--- src/pkg/poe_cfg.svh ---
// Notes on behaviour
// [RQ1] Mode code 0000 takes a stop request on either edge of the fault input.
// [RQ2] Codes 0001-0011 sample at clock/8, /16, /128 and need agreeing consecutive samples.
// [RQ3] Codes 0100-0110 sample the same way at clock/1, /2 and /4.
// [RQ4] Software writes only mode codes 0000 to 0110; other codes are forbidden.
// [RQ5] Each fault input has its own 4-bit sample count field.
// [RQ6] A per-input polarity bit inverts the pin before edge or level detection.
// [RQ7] The software stop register is sixteen bits wide.
// [RQ8] Software stop bits halt pwm pairs 0-1, 2-3, channels 0-2, 4-6, 7, timer 9.
// [RQ9] Each pwm channel 2 to 7 has a pair float enable; channel 2 bit 2, channel 3 bit 3.
// [RQ10] Flags 0, 12 and 9 may each be added to timer 3/4 stop conditions.
// [RQ11] Flags 8, 12 and 9 may each be added to timer 0 stop conditions.
// [RQ12] Flags 10, 12 and 9 may each be added to pwm 0/1 stop conditions.
// [RQ13] A detected fault on an own input stops every controlled pin group.
// [RQ14] Sampling outcomes can raise an interrupt.
// [RQ15] The run counter restarts on a disagreeing sample; the flag holds until cleared.
// [RQ16] Sample count field 0 means 4, 1 means 8, any other value means 16.
`ifndef POE_CFG_SVH
`define POE_CFG_SVH

`define OFS_FAULT8_CTRL     8'h00
`define OFS_FAULT10_CTRL    8'h04
`define OFS_FAULT11_CTRL    8'h08
`define OFS_SW_STOP         8'h0C
`define OFS_PAIR_HIZ        8'h10
`define OFS_CH34_ADD        8'h14
`define OFS_CH0_ADD         8'h18
`define OFS_PWM01_ADD       8'h1C
`define OFS_STATUS          8'h20
`define OFS_MASK            8'h24
`define OFS_STOP_STATE      8'h28

`define POS_DETECT_SELECT   0
`define POS_SAMPLE_COUNT    4
`define POS_POLARITY_FLIP   8
`define CTRL_RESET          16'h0000
`define REG_RESET           16'h0000

`define CNT_SEL_FOUR        4'h0
`define CNT_SEL_EIGHT       4'h1
`define RUN_FOUR            5'h04
`define RUN_EIGHT           5'h08
`define RUN_SIXTEEN         5'h10

`define RESP_OKAY           2'h0
`define RESP_SLVERR         2'h2

`endif

--- src/pkg/poe_pkg.sv ---
package poe_pkg;

    // Detection mode, one value per legal code of the mode field.
    typedef enum logic [3:0] {
        MODE_EDGE,
        MODE_DIV8,
        MODE_DIV16,
        MODE_DIV128,
        MODE_DIV1,
        MODE_DIV2,
        MODE_DIV4
    } mode_t;

    // Stop group order of the stop_group output.
    typedef enum logic [2:0] {
        GRP_TIMER34,
        GRP_TIMER0,
        GRP_PWM01,
        GRP_PWM23,
        GRP_TIMER9,
        GRP_PWM02,
        GRP_PWM46,
        GRP_PWM7
    } group_t;

endpackage

--- src/rtl/port_output_stop_control.sv ---
`timescale 1ns/1ps
`include "poe_cfg.svh"

module port_output_stop_control (
    input  wire logic        aclk,
    input  wire logic        aresetn,
    input  wire logic [7:0]  awaddr,
    input  wire logic        awvalid,
    output logic             awready,
    input  wire logic [31:0] wdata,
    input  wire logic [3:0]  wstrb,
    input  wire logic        wvalid,
    output logic             wready,
    output logic [1:0]       bresp,
    output logic             bvalid,
    input  wire logic        bready,
    input  wire logic [7:0]  araddr,
    input  wire logic        arvalid,
    output logic             arready,
    output logic [31:0]      rdata,
    output logic [1:0]       rresp,
    output logic             rvalid,
    input  wire logic        rready,
    input  wire logic        fault_in_8_n,
    input  wire logic        fault_in_10_n,
    input  wire logic        fault_in_11_n,
    input  wire logic        fault0_detect_flag,
    input  wire logic        fault12_detect_flag,
    input  wire logic        fault9_detect_flag,
    output logic [7:0]       stop_group,
    output logic [5:0]       pair_hiz,
    output logic             irq
);

    // Tick of the sample clock chosen by a mode code.
    function automatic logic tick_of(input logic [3:0] mode, input logic [6:0] pre);
        poe_pkg::mode_t m;
        m = poe_pkg::mode_t'(mode);
        case (m)
            poe_pkg::MODE_DIV8:   tick_of = &pre[2:0];
            poe_pkg::MODE_DIV16:  tick_of = &pre[3:0];
            poe_pkg::MODE_DIV128: tick_of = &pre;
            poe_pkg::MODE_DIV1:   tick_of = 1'b1;
            poe_pkg::MODE_DIV2:   tick_of = pre[0];
            poe_pkg::MODE_DIV4:   tick_of = &pre[1:0];
            default:              tick_of = 1'b0;
        endcase
    endfunction

    // Consecutive agreeing samples that a count code asks for.
    function automatic logic [4:0] run_of(input logic [3:0] sel);
        if (sel == `CNT_SEL_FOUR) begin
            run_of = `RUN_FOUR;
        end else if (sel == `CNT_SEL_EIGHT) begin
            run_of = `RUN_EIGHT;
        end else begin
            run_of = `RUN_SIXTEEN;
        end
    endfunction

    // Byte-lane merge of a sixteen bit register with write data.
    function automatic logic [15:0] merge(input logic [15:0] old, input logic [31:0] d,
                                          input logic [3:0] s);
        merge = {s[1] ? d[15:8] : old[15:8], s[0] ? d[7:0] : old[7:0]};
    endfunction

    logic [15:0] fault_ctrl [3];
    logic [15:0] sw_stop;
    logic [15:0] pair_float;
    logic [15:0] ch34_add;
    logic [15:0] ch0_add;
    logic [15:0] pwm01_add;
    logic [2:0]  flag;
    logic [2:0]  mask;
    logic [6:0]  prescale;
    logic [2:0]  prev_level;
    logic [4:0]  run [3];
    logic        aw_got;
    logic        w_got;
    logic [7:0]  aw_addr_q;
    logic [31:0] w_data_q;
    logic [3:0]  w_strb_q;

    wire  [2:0]  pins = {fault_in_11_n, fault_in_10_n, fault_in_8_n};
    logic [2:0]  level;
    logic [2:0]  tick;
    logic [2:0]  edge_seen;
    logic [2:0]  is_edge_mode;
    logic [2:0]  run_done;
    logic [2:0]  set_flag;

    // Per-input detection terms.
    always_comb begin
        for (int i = 0; i < 3; i++) begin
            // [RQ6] polarity flip
            level[i]        = pins[i] ^ fault_ctrl[i][`POS_POLARITY_FLIP];
            // [RQ2] [RQ3] sample clock select
            tick[i]         = tick_of(fault_ctrl[i][`POS_DETECT_SELECT +: 4], prescale);
            is_edge_mode[i] = fault_ctrl[i][`POS_DETECT_SELECT +: 4] ==
                              4'(poe_pkg::MODE_EDGE);
            // [RQ1] either edge
            edge_seen[i]    = level[i] != prev_level[i];
            // [RQ5] [RQ16] run length reached
            run_done[i]     = tick[i] && !level[i] &&
                              (run[i] + 5'h01 >= run_of(fault_ctrl[i][`POS_SAMPLE_COUNT +: 4]));
            set_flag[i]     = is_edge_mode[i] ? edge_seen[i] : run_done[i];
        end
    end

    // Bus decode terms.
    wire         do_write  = aw_got && w_got && !bvalid;
    wire         ar_take   = arvalid && arready;
    wire  [7:0]  wa        = aw_addr_q;
    wire         wr_ctrl8  = do_write && wa == `OFS_FAULT8_CTRL;
    wire         wr_ctrl10 = do_write && wa == `OFS_FAULT10_CTRL;
    wire         wr_ctrl11 = do_write && wa == `OFS_FAULT11_CTRL;
    wire         wr_sw     = do_write && wa == `OFS_SW_STOP;
    wire         wr_pair   = do_write && wa == `OFS_PAIR_HIZ;
    wire         wr_ch34   = do_write && wa == `OFS_CH34_ADD;
    wire         wr_ch0    = do_write && wa == `OFS_CH0_ADD;
    wire         wr_pwm01  = do_write && wa == `OFS_PWM01_ADD;
    wire         wr_status = do_write && wa == `OFS_STATUS;
    wire         wr_mask   = do_write && wa == `OFS_MASK;
    wire         wr_hit    = wr_ctrl8 | wr_ctrl10 | wr_ctrl11 | wr_sw | wr_pair | wr_ch34 |
                             wr_ch0 | wr_pwm01 | wr_status | wr_mask |
                             (wa == `OFS_STOP_STATE);
    wire  [2:0]  clr_flag  = wr_status && w_strb_q[0] ? w_data_q[2:0] : 3'h0;

    // Stop condition of each group.
    wire         any_fault = |flag;
    logic [7:0]  next_stop;
    always_comb begin
        // [RQ13] own faults stop all
        next_stop = {8{any_fault}};
        // [RQ10] timer 3/4 sources
        next_stop[poe_pkg::GRP_TIMER34] = any_fault |
            (ch34_add[0] & fault0_detect_flag) | (ch34_add[1] & fault12_detect_flag) |
            (ch34_add[2] & fault9_detect_flag);
        // [RQ11] timer 0 sources
        next_stop[poe_pkg::GRP_TIMER0] = any_fault |
            (ch0_add[0] & flag[0]) | (ch0_add[1] & fault12_detect_flag) |
            (ch0_add[2] & fault9_detect_flag);
        // [RQ12] pwm 0/1 sources
        next_stop[poe_pkg::GRP_PWM01] = any_fault | sw_stop[0] |
            (pwm01_add[0] & flag[1]) | (pwm01_add[1] & fault12_detect_flag) |
            (pwm01_add[2] & fault9_detect_flag);
        // [RQ8] software stop bits
        next_stop[poe_pkg::GRP_PWM23] = any_fault | sw_stop[1];
        next_stop[poe_pkg::GRP_TIMER9] = any_fault | sw_stop[2];
        next_stop[poe_pkg::GRP_PWM02] = any_fault | sw_stop[3];
        next_stop[poe_pkg::GRP_PWM46] = any_fault | sw_stop[4];
        next_stop[poe_pkg::GRP_PWM7] = any_fault | sw_stop[5];
    end

    // [RQ9] pair float per channel
    wire  [5:0]  next_pair_hiz = pair_float[7:2] & {
        next_stop[poe_pkg::GRP_PWM7],
        {3{next_stop[poe_pkg::GRP_PWM46]}},
        next_stop[poe_pkg::GRP_PWM23],
        next_stop[poe_pkg::GRP_PWM23] | next_stop[poe_pkg::GRP_PWM02]};

    // Read data selection.
    logic [15:0] rd_val;
    logic        rd_hit;
    always_comb begin
        rd_hit = 1'b1;
        case (araddr)
            `OFS_FAULT8_CTRL:  rd_val = fault_ctrl[0];
            `OFS_FAULT10_CTRL: rd_val = fault_ctrl[1];
            `OFS_FAULT11_CTRL: rd_val = fault_ctrl[2];
            `OFS_SW_STOP:      rd_val = sw_stop;
            `OFS_PAIR_HIZ:     rd_val = pair_float;
            `OFS_CH34_ADD:     rd_val = ch34_add;
            `OFS_CH0_ADD:      rd_val = ch0_add;
            `OFS_PWM01_ADD:    rd_val = pwm01_add;
            `OFS_STATUS:       rd_val = {13'h0000, flag};
            `OFS_MASK:         rd_val = {13'h0000, mask};
            `OFS_STOP_STATE:   rd_val = {2'h0, pair_hiz, stop_group};
            default: begin
                rd_val = 16'h0000;
                rd_hit = 1'b0;
            end
        endcase
    end

    // Prescaler for the divided sample clocks.
    always_ff @(posedge aclk) begin
        if (!aresetn) begin
            prescale <= 7'h00;
        end else begin
            prescale <= prescale + 7'h01;
        end
    end

    // Run counters, previous levels and sticky flags.
    always_ff @(posedge aclk) begin
        if (!aresetn) begin
            prev_level <= 3'h7;
            flag       <= 3'h0;
            for (int i = 0; i < 3; i++) begin
                run[i] <= 5'h00;
            end
        end else begin
            prev_level <= level;
            // [RQ15] set wins over clear
            flag       <= (flag & ~clr_flag) | set_flag;
            for (int i = 0; i < 3; i++) begin
                // [RQ15] restart on disagreement
                if (is_edge_mode[i] || (tick[i] && level[i])) begin
                    run[i] <= 5'h00;
                end else if (tick[i] && run[i] != `RUN_SIXTEEN) begin
                    run[i] <= run[i] + 5'h01;
                end
            end
        end
    end

    // Configuration registers written over the bus.
    always_ff @(posedge aclk) begin
        if (!aresetn) begin
            fault_ctrl[0] <= `CTRL_RESET;
            fault_ctrl[1] <= `CTRL_RESET;
            fault_ctrl[2] <= `CTRL_RESET;
            sw_stop       <= `REG_RESET;
            pair_float    <= `REG_RESET;
            ch34_add      <= `REG_RESET;
            ch0_add       <= `REG_RESET;
            pwm01_add     <= `REG_RESET;
            mask          <= 3'h0;
        end else begin
            // [RQ4] only legal codes expected
            if (wr_ctrl8)  fault_ctrl[0] <= merge(fault_ctrl[0], w_data_q, w_strb_q);
            if (wr_ctrl10) fault_ctrl[1] <= merge(fault_ctrl[1], w_data_q, w_strb_q);
            if (wr_ctrl11) fault_ctrl[2] <= merge(fault_ctrl[2], w_data_q, w_strb_q);
            // [RQ7] sixteen bit stop register
            if (wr_sw)     sw_stop <= merge(sw_stop, w_data_q, w_strb_q);
            if (wr_pair)   pair_float <= merge(pair_float, w_data_q, w_strb_q);
            if (wr_ch34)   ch34_add <= merge(ch34_add, w_data_q, w_strb_q);
            if (wr_ch0)    ch0_add <= merge(ch0_add, w_data_q, w_strb_q);
            if (wr_pwm01)  pwm01_add <= merge(pwm01_add, w_data_q, w_strb_q);
            if (wr_mask && w_strb_q[0]) mask <= w_data_q[2:0];
        end
    end

    // Registered outputs toward the pins and the interrupt controller.
    always_ff @(posedge aclk) begin
        if (!aresetn) begin
            stop_group <= 8'h00;
            pair_hiz   <= 6'h00;
            irq        <= 1'b0;
        end else begin
            stop_group <= next_stop;
            pair_hiz   <= next_pair_hiz;
            // [RQ14] unmasked flags interrupt
            irq        <= |(flag & mask);
        end
    end

    // Write address and data capture, in either order.
    always_ff @(posedge aclk) begin
        if (!aresetn) begin
            aw_got    <= 1'b0;
            w_got     <= 1'b0;
            awready   <= 1'b1;
            wready    <= 1'b1;
            aw_addr_q <= 8'h00;
            w_data_q  <= 32'h0000_0000;
            w_strb_q  <= 4'h0;
        end else begin
            if (awvalid && awready) begin
                aw_got    <= 1'b1;
                awready   <= 1'b0;
                aw_addr_q <= awaddr;
            end else if (do_write) begin
                aw_got    <= 1'b0;
            end
            if (wvalid && wready) begin
                w_got    <= 1'b1;
                wready   <= 1'b0;
                w_data_q <= wdata;
                w_strb_q <= wstrb;
            end else if (do_write) begin
                w_got    <= 1'b0;
            end
            if (bvalid && bready) begin
                awready <= 1'b1;
                wready  <= 1'b1;
            end
        end
    end

    // Write response after both halves are in.
    always_ff @(posedge aclk) begin
        if (!aresetn) begin
            bvalid <= 1'b0;
            bresp  <= `RESP_OKAY;
        end else if (do_write) begin
            bvalid <= 1'b1;
            bresp  <= wr_hit ? `RESP_OKAY : `RESP_SLVERR;
        end else if (bready) begin
            bvalid <= 1'b0;
        end
    end

    // Read channel: one read at a time, data a cycle after the address.
    always_ff @(posedge aclk) begin
        if (!aresetn) begin
            arready <= 1'b1;
            rvalid  <= 1'b0;
            rdata   <= 32'h0000_0000;
            rresp   <= `RESP_OKAY;
        end else if (ar_take) begin
            arready <= 1'b0;
            rvalid  <= 1'b1;
            rdata   <= {16'h0000, rd_val};
            rresp   <= rd_hit ? `RESP_OKAY : `RESP_SLVERR;
        end else if (rvalid && rready) begin
            arready <= 1'b1;
            rvalid  <= 1'b0;
        end
    end

endmodule

--- config.mk ---
export PLATFORM = sky130hd
export DESIGN_NAME = port_output_stop_control
export DESIGN_NICKNAME = d
export VERILOG_FILES = /design/src/pkg/poe_pkg.sv /design/src/rtl/port_output_stop_control.sv
export VERILOG_INCLUDE_DIRS = /design/src /design/src/pkg
export SDC_FILE = /design/constraint.sdc
export NUM_CORES = 1
export LEC_CHECK = 0
export ABC_AREA = 1
export CORE_MARGIN = 4
export CORE_UTILIZATION = 30
export DETAILED_ROUTE_END_ITERATION = 10
export DONT_BUFFER_PORTS = 1
export HOLD_SLACK_MARGIN = 0.05
export MAX_ROUTING_LAYER = met4
export PLACE_DENSITY = 0.47
export SYNTH_ARGS = -nofsm -noshare
export SYNTH_HDL_FRONTEND = slang
export SYNTH_SLANG_ARGS = --single-unit
--- constraint.sdc ---
create_clock -name aclk -period 2 [get_ports aclk]
set_clock_uncertainty 0.15 [all_clocks]
set_input_delay 0.4 -clock aclk [delete_from_list [all_inputs] [get_ports aclk]]
set_output_delay 0.4 -clock aclk [all_outputs]
set_load 0.02 [all_outputs]
; Word level (Yosys, flattened, before mapping)
; Memories as Yosys holds them, arrays and structs flattened.
; Index checks and enable logic that the tools add are counted.
[classes]
addsub = 4
n_mul = 0
div_mod_pow = 0
n_lt_le_gt_ge = 3
n_eq_ne = 47
shifts = 0
muxes = 72
n_bitwise = 53
n_reduce_logical = 68
[ops]
columns = op, count
row1 = 16-bit case mux with 11 select lines, 1
row2 = 8-bit by 5-bit equality test with 1-bit output (second input constant), 8
row3 = 5-bit two-way mux, 12
row4 = 8-bit by 6-bit equality test with 1-bit output (second input constant), 6
row5 = 16-bit two-way mux, 3
row6 = 8-bit two-way mux, 6
row7 = 1-bit two-way mux, 44
row8 = 4-bit by 3-bit equality test with 1-bit output (second input constant), 9
row9 = 1-bit OR, 35
row10 = 8-bit by 4-bit equality test with 1-bit output (second input constant), 4
row11 = 1-bit logical AND, 31
row12 = 4-bit by 1-bit equality test with 1-bit output (second input constant), 6
row13 = 4-bit by 2-bit equality test with 1-bit output (second input constant), 6
row14 = 4-bit zero test, 6
row15 = 2-bit AND reduction, 11
row16 = 1-bit case mux with 6 select lines, 3
row17 = 8-bit by 3-bit equality test with 1-bit output (second input constant), 2
row18 = 8-bit zero test, 2
row19 = 5-bit by 1-bit adder with 5-bit output (second input constant), 3
row20 = 5-bit greater-or-equal comparator, 3
row21 = 5-bit inequality test (second input constant), 3
row22 = 11-bit OR reduction, 1
row23 = 1-bit AND, 9
row24 = 2-bit nonzero test, 4
row25 = other kinds (17), 29
[word_totals]
regBits = 164
latchBits = 0
ram_bits = 63
rom_bits = 0
in_bits = 65
output_inout_bits = 56
wordCells = 279
mem_count = 2
[memory_table]
columns = memory, depth, word_bits, rd, rd_clocked_by_memory_dff, wr, line_no
row1 = fault_ctrl, 3, 16, 3, 0, 3, port_output_stop_control.sv:67  ; logic [15:0] fault_ctrl [3];
row2 = run, 3, 5, 3, 0, 3, port_output_stop_control.sv:77  ; logic [4:0] run [3];

; Logic depth before layout (Yosys ltp)
[depth]
ltp_word = 14
depth_mapped = 12

; Worst setup path after synthesis
; Ideal clock, no wire load.
[synth_timing]
path_kind = flip-flop to flip-flop
startpoint = register bvalid
endpoint = memory fault_ctrl[0][0] (enable)
setup_ns = 0.384
arrival_ns = 1.594
slack_ns = -0.128
stages_incl_launch_ff = 6
path_buffers = 0
synth_period_minus_slack_ns = 2.128
cell_sequence = dfxtp_1 -> nor2_2 -> nand2_1 -> nor2_4 -> nand2_1 -> o21ai_0
[synth_lines]
columns = item, line_no
row1 = start: declaration, port_output_stop_control.sv:15  ; output logic bvalid,
row2 = start signal: assignment, port_output_stop_control.sv:295  ; bvalid <= 1'b0;
row3 = start signal: assignment, port_output_stop_control.sv:298  ; bvalid <= 1'b1;
row4 = start signal: assignment, port_output_stop_control.sv:301  ; bvalid <= 1'b0;
row5 = end: declaration, port_output_stop_control.sv:67

==> qor.csv <==
metric,value,unit
holdCritPathClass,in2reg,
yosysTopAreaCell,dfxtp_1,
criticalPathCategory,reg2reg,
via_per_inst,4.61,
nets,1532,
antenna_found_initial,0,
htree_num_levels,1,
rows,68,
clk_path_buf_depth,3,
dieArea,37900,um2
clk_latency,530,ps
final_common_cell,nand2_1,
ios,121,
p_per_area,823,nW/um2
setup_tns,0,ps
cts_tree,yes,
synth_warnings,0,
avgSynthCellArea,7.81,um2
status,"finished, final reports clean",
die_w,195,um
netlist_area,10400,um2
max_slew.worst_pin.slew,550,ps
cp-start-kind,flip-flop,
p_leak,0.00533,uW
gr-usage-all-layers,17.1,%
grt_pass1_wl,50000,um
r2r_cells,11,
clk_pin_slew,60,ps
wl_per_cell,16.8,um
synth_cell_type_count,40,
synthArstFlopShare,0,%
drt-total-wl,32300,um
layout_common_cells,"216 x nand2_1, 182 x inv_1, 160 x dfxtp_1, 134 x a21oi_1, 129 x o21ai_0",
synth_edf_count,63,
cts_sinks,225,
cts-buffers-inserted,27,
vias,8843,
drive_above_1_share,13.4,%
setup_ws,49.5,ps
gp_congestion,0.834,
area_delta_synth_final,24.5,%
grt_pass1_vias,8499,
grt_max_degree,109,
drc_errors,0,
synth_area_leaders,"dfxtp_1 31%, edfxtp_1 18%, nand2_1 7.8%",
clockRootBuffer,clkbuf_16,
min_path_cells,3,
end_kind,flip-flop,
drtPass1Iterations,5,
ys_ff_latch,225,
min_period_over_period,97.5,%
maxCapViolCount,0,
setup_viol,0,
port_buffers,0,
start_util,30.3,%
reg2reg_slack,50,ps
fmax,513,MHz
synthFlopType,dfxtp_1,
max-slew-margin-rel,63.1,%
cp_max_fo,2,
synth.top_cell.area_share,31.1,%
die_h,195,um
synth-seq-area-share,49.2,%
antenna_cells,0,
drtIter0Drc,598,
required,2330,ps
finalCriticalPeriod,1950,ps
rsz0062_at_grt,yes,
finalHoldViolCount,0,
syn_inst,1337,
cp.arrival,2280,ps
post-place-ws,-72.6,ps
drv_slew,0,
ant_nets,0,
core,34500,um2
utilization,37.7,%
grt-ovfl-total,0,
dp_hpwl,22900,um
vdd_drop_max,0.000531,V
-- area by class of cell --
type	count	area, um2
flip-flops and latches	225	5140
inverters	187	704
multi-input cells	870	4470
clock buffers	42	822
repair buffers	136	1240
fillers	3642	21500
well taps	455	569
clock inverters	5	50.0
-- worst max-delay path, cell delays in order, from the launching register on --
cell and delay, ps:
edfxtp_1 380, inv_1 80, nand2_2 60, or3b_4 380, ha_4 260, a21boi_2 130, o21ai_1 70, a21oi_1 140
nand2_1 60, nand3_1 70, nand2_1 50, inv_1 60
-- path summary, 6_finish.rpt --
path / startpoint / to
worst max-delay path: fault_ctrl[0][6] / flag[0]
worst min-delay path: awvalid / awready
worst min register to register: ch34_add[5] / ch34_add[5]
worst max register to register: fault_ctrl[0][6] / flag[0]
-- flip-flops by register name (all words and copies together) (netlist names), 15 cells and up --
register and flops:
ch0_add 16, run 15, sw_stop 16, rdata 16, pwm01_add 16, ch34_add 16, fault_ctrl 48, w_data_q 16
pair_float 16
-- routing by layer --
| layer | vias up | part of all wire (%) | track usage (%) |
|---|---|---|---|
| met3 | 44 | 4.7 | 2.63 |
| li1 | 4572 | - | - |
| met2 | 167 | 45 | 27.0 |
| met5 | - | 0 | - |
| met4 | 0 | 2.3 | 4.14 |
| met1 | 4060 | 48 | 23.3 |
-- metrics by stage --
step | instances | instance area (um2) | hold WS (ps) | total power, uW
finish | 1920 | 13000 | 94.3 | 10700
global route | 1920 | 13000 | 99.0 | 11100
CTS | 1919 | 12800 | 78.6 | 10800
detailed placement | 1828 | 11500 | 284 | 5860
global placement | 1828 | 11500 | 280 | 5850
floorplan | 1354 | 10500 | 274 | 5580
-- cell usage after synthesis (2+ instances only) --
library cell,n
a22oi_1,2
a31oi_1,4
nand3_1,112
nor2_4,6
buf_4,23
nor2_1,128
inv_1,184
xor2_1,6
inv_2,2
nand3b_1,2
o21ai_0,133
buf_2,21
nor2_2,8
nand3_2,8
buf_1,4
nand4_1,24
o21ai_1,12
edfxtp_1,63
nor3b_1,2
ha_1,20
dfxtp_1,162
a21oi_1,135
xnor2_1,8
a21boi_0,2
nor3_1,9
nand2_1,218
clkbuf_1,24
nand2_2,3
-- logic make-up after synthesis --
family,Yosys count,synth area share (%)
adder cells (fa/ha/maj),20,2.40
other,1,0.0359
XOR/XNOR,14,1.17
AND/OR/NAND/NOR,523,22.3
flip-flops,225,49.2
buffers and inverters,259,10.4
AO/OA/AOI/OAI,295,14.5
-- power breakdown --
part | switching, uW | total, uW | leakage [uW] | internal, uW
sequential | 204 | 5040 | 0.00197 | 4840
clock | 1860 | 4780 | 0.000434 | 2920
combinational | 529 | 874 | 0.00293 | 346
-- timing repair --
item | in CTS | in global routing
buffers inserted | 0 | 1
setup endpoints to repair | 12 | 42
hold buffers | 44 | 0
pin swaps | 0 | 12
gates resized for setup | 7 | 39
endpoints found under the hold margin | 152 | 0
(Power assumes the default switching activity.)
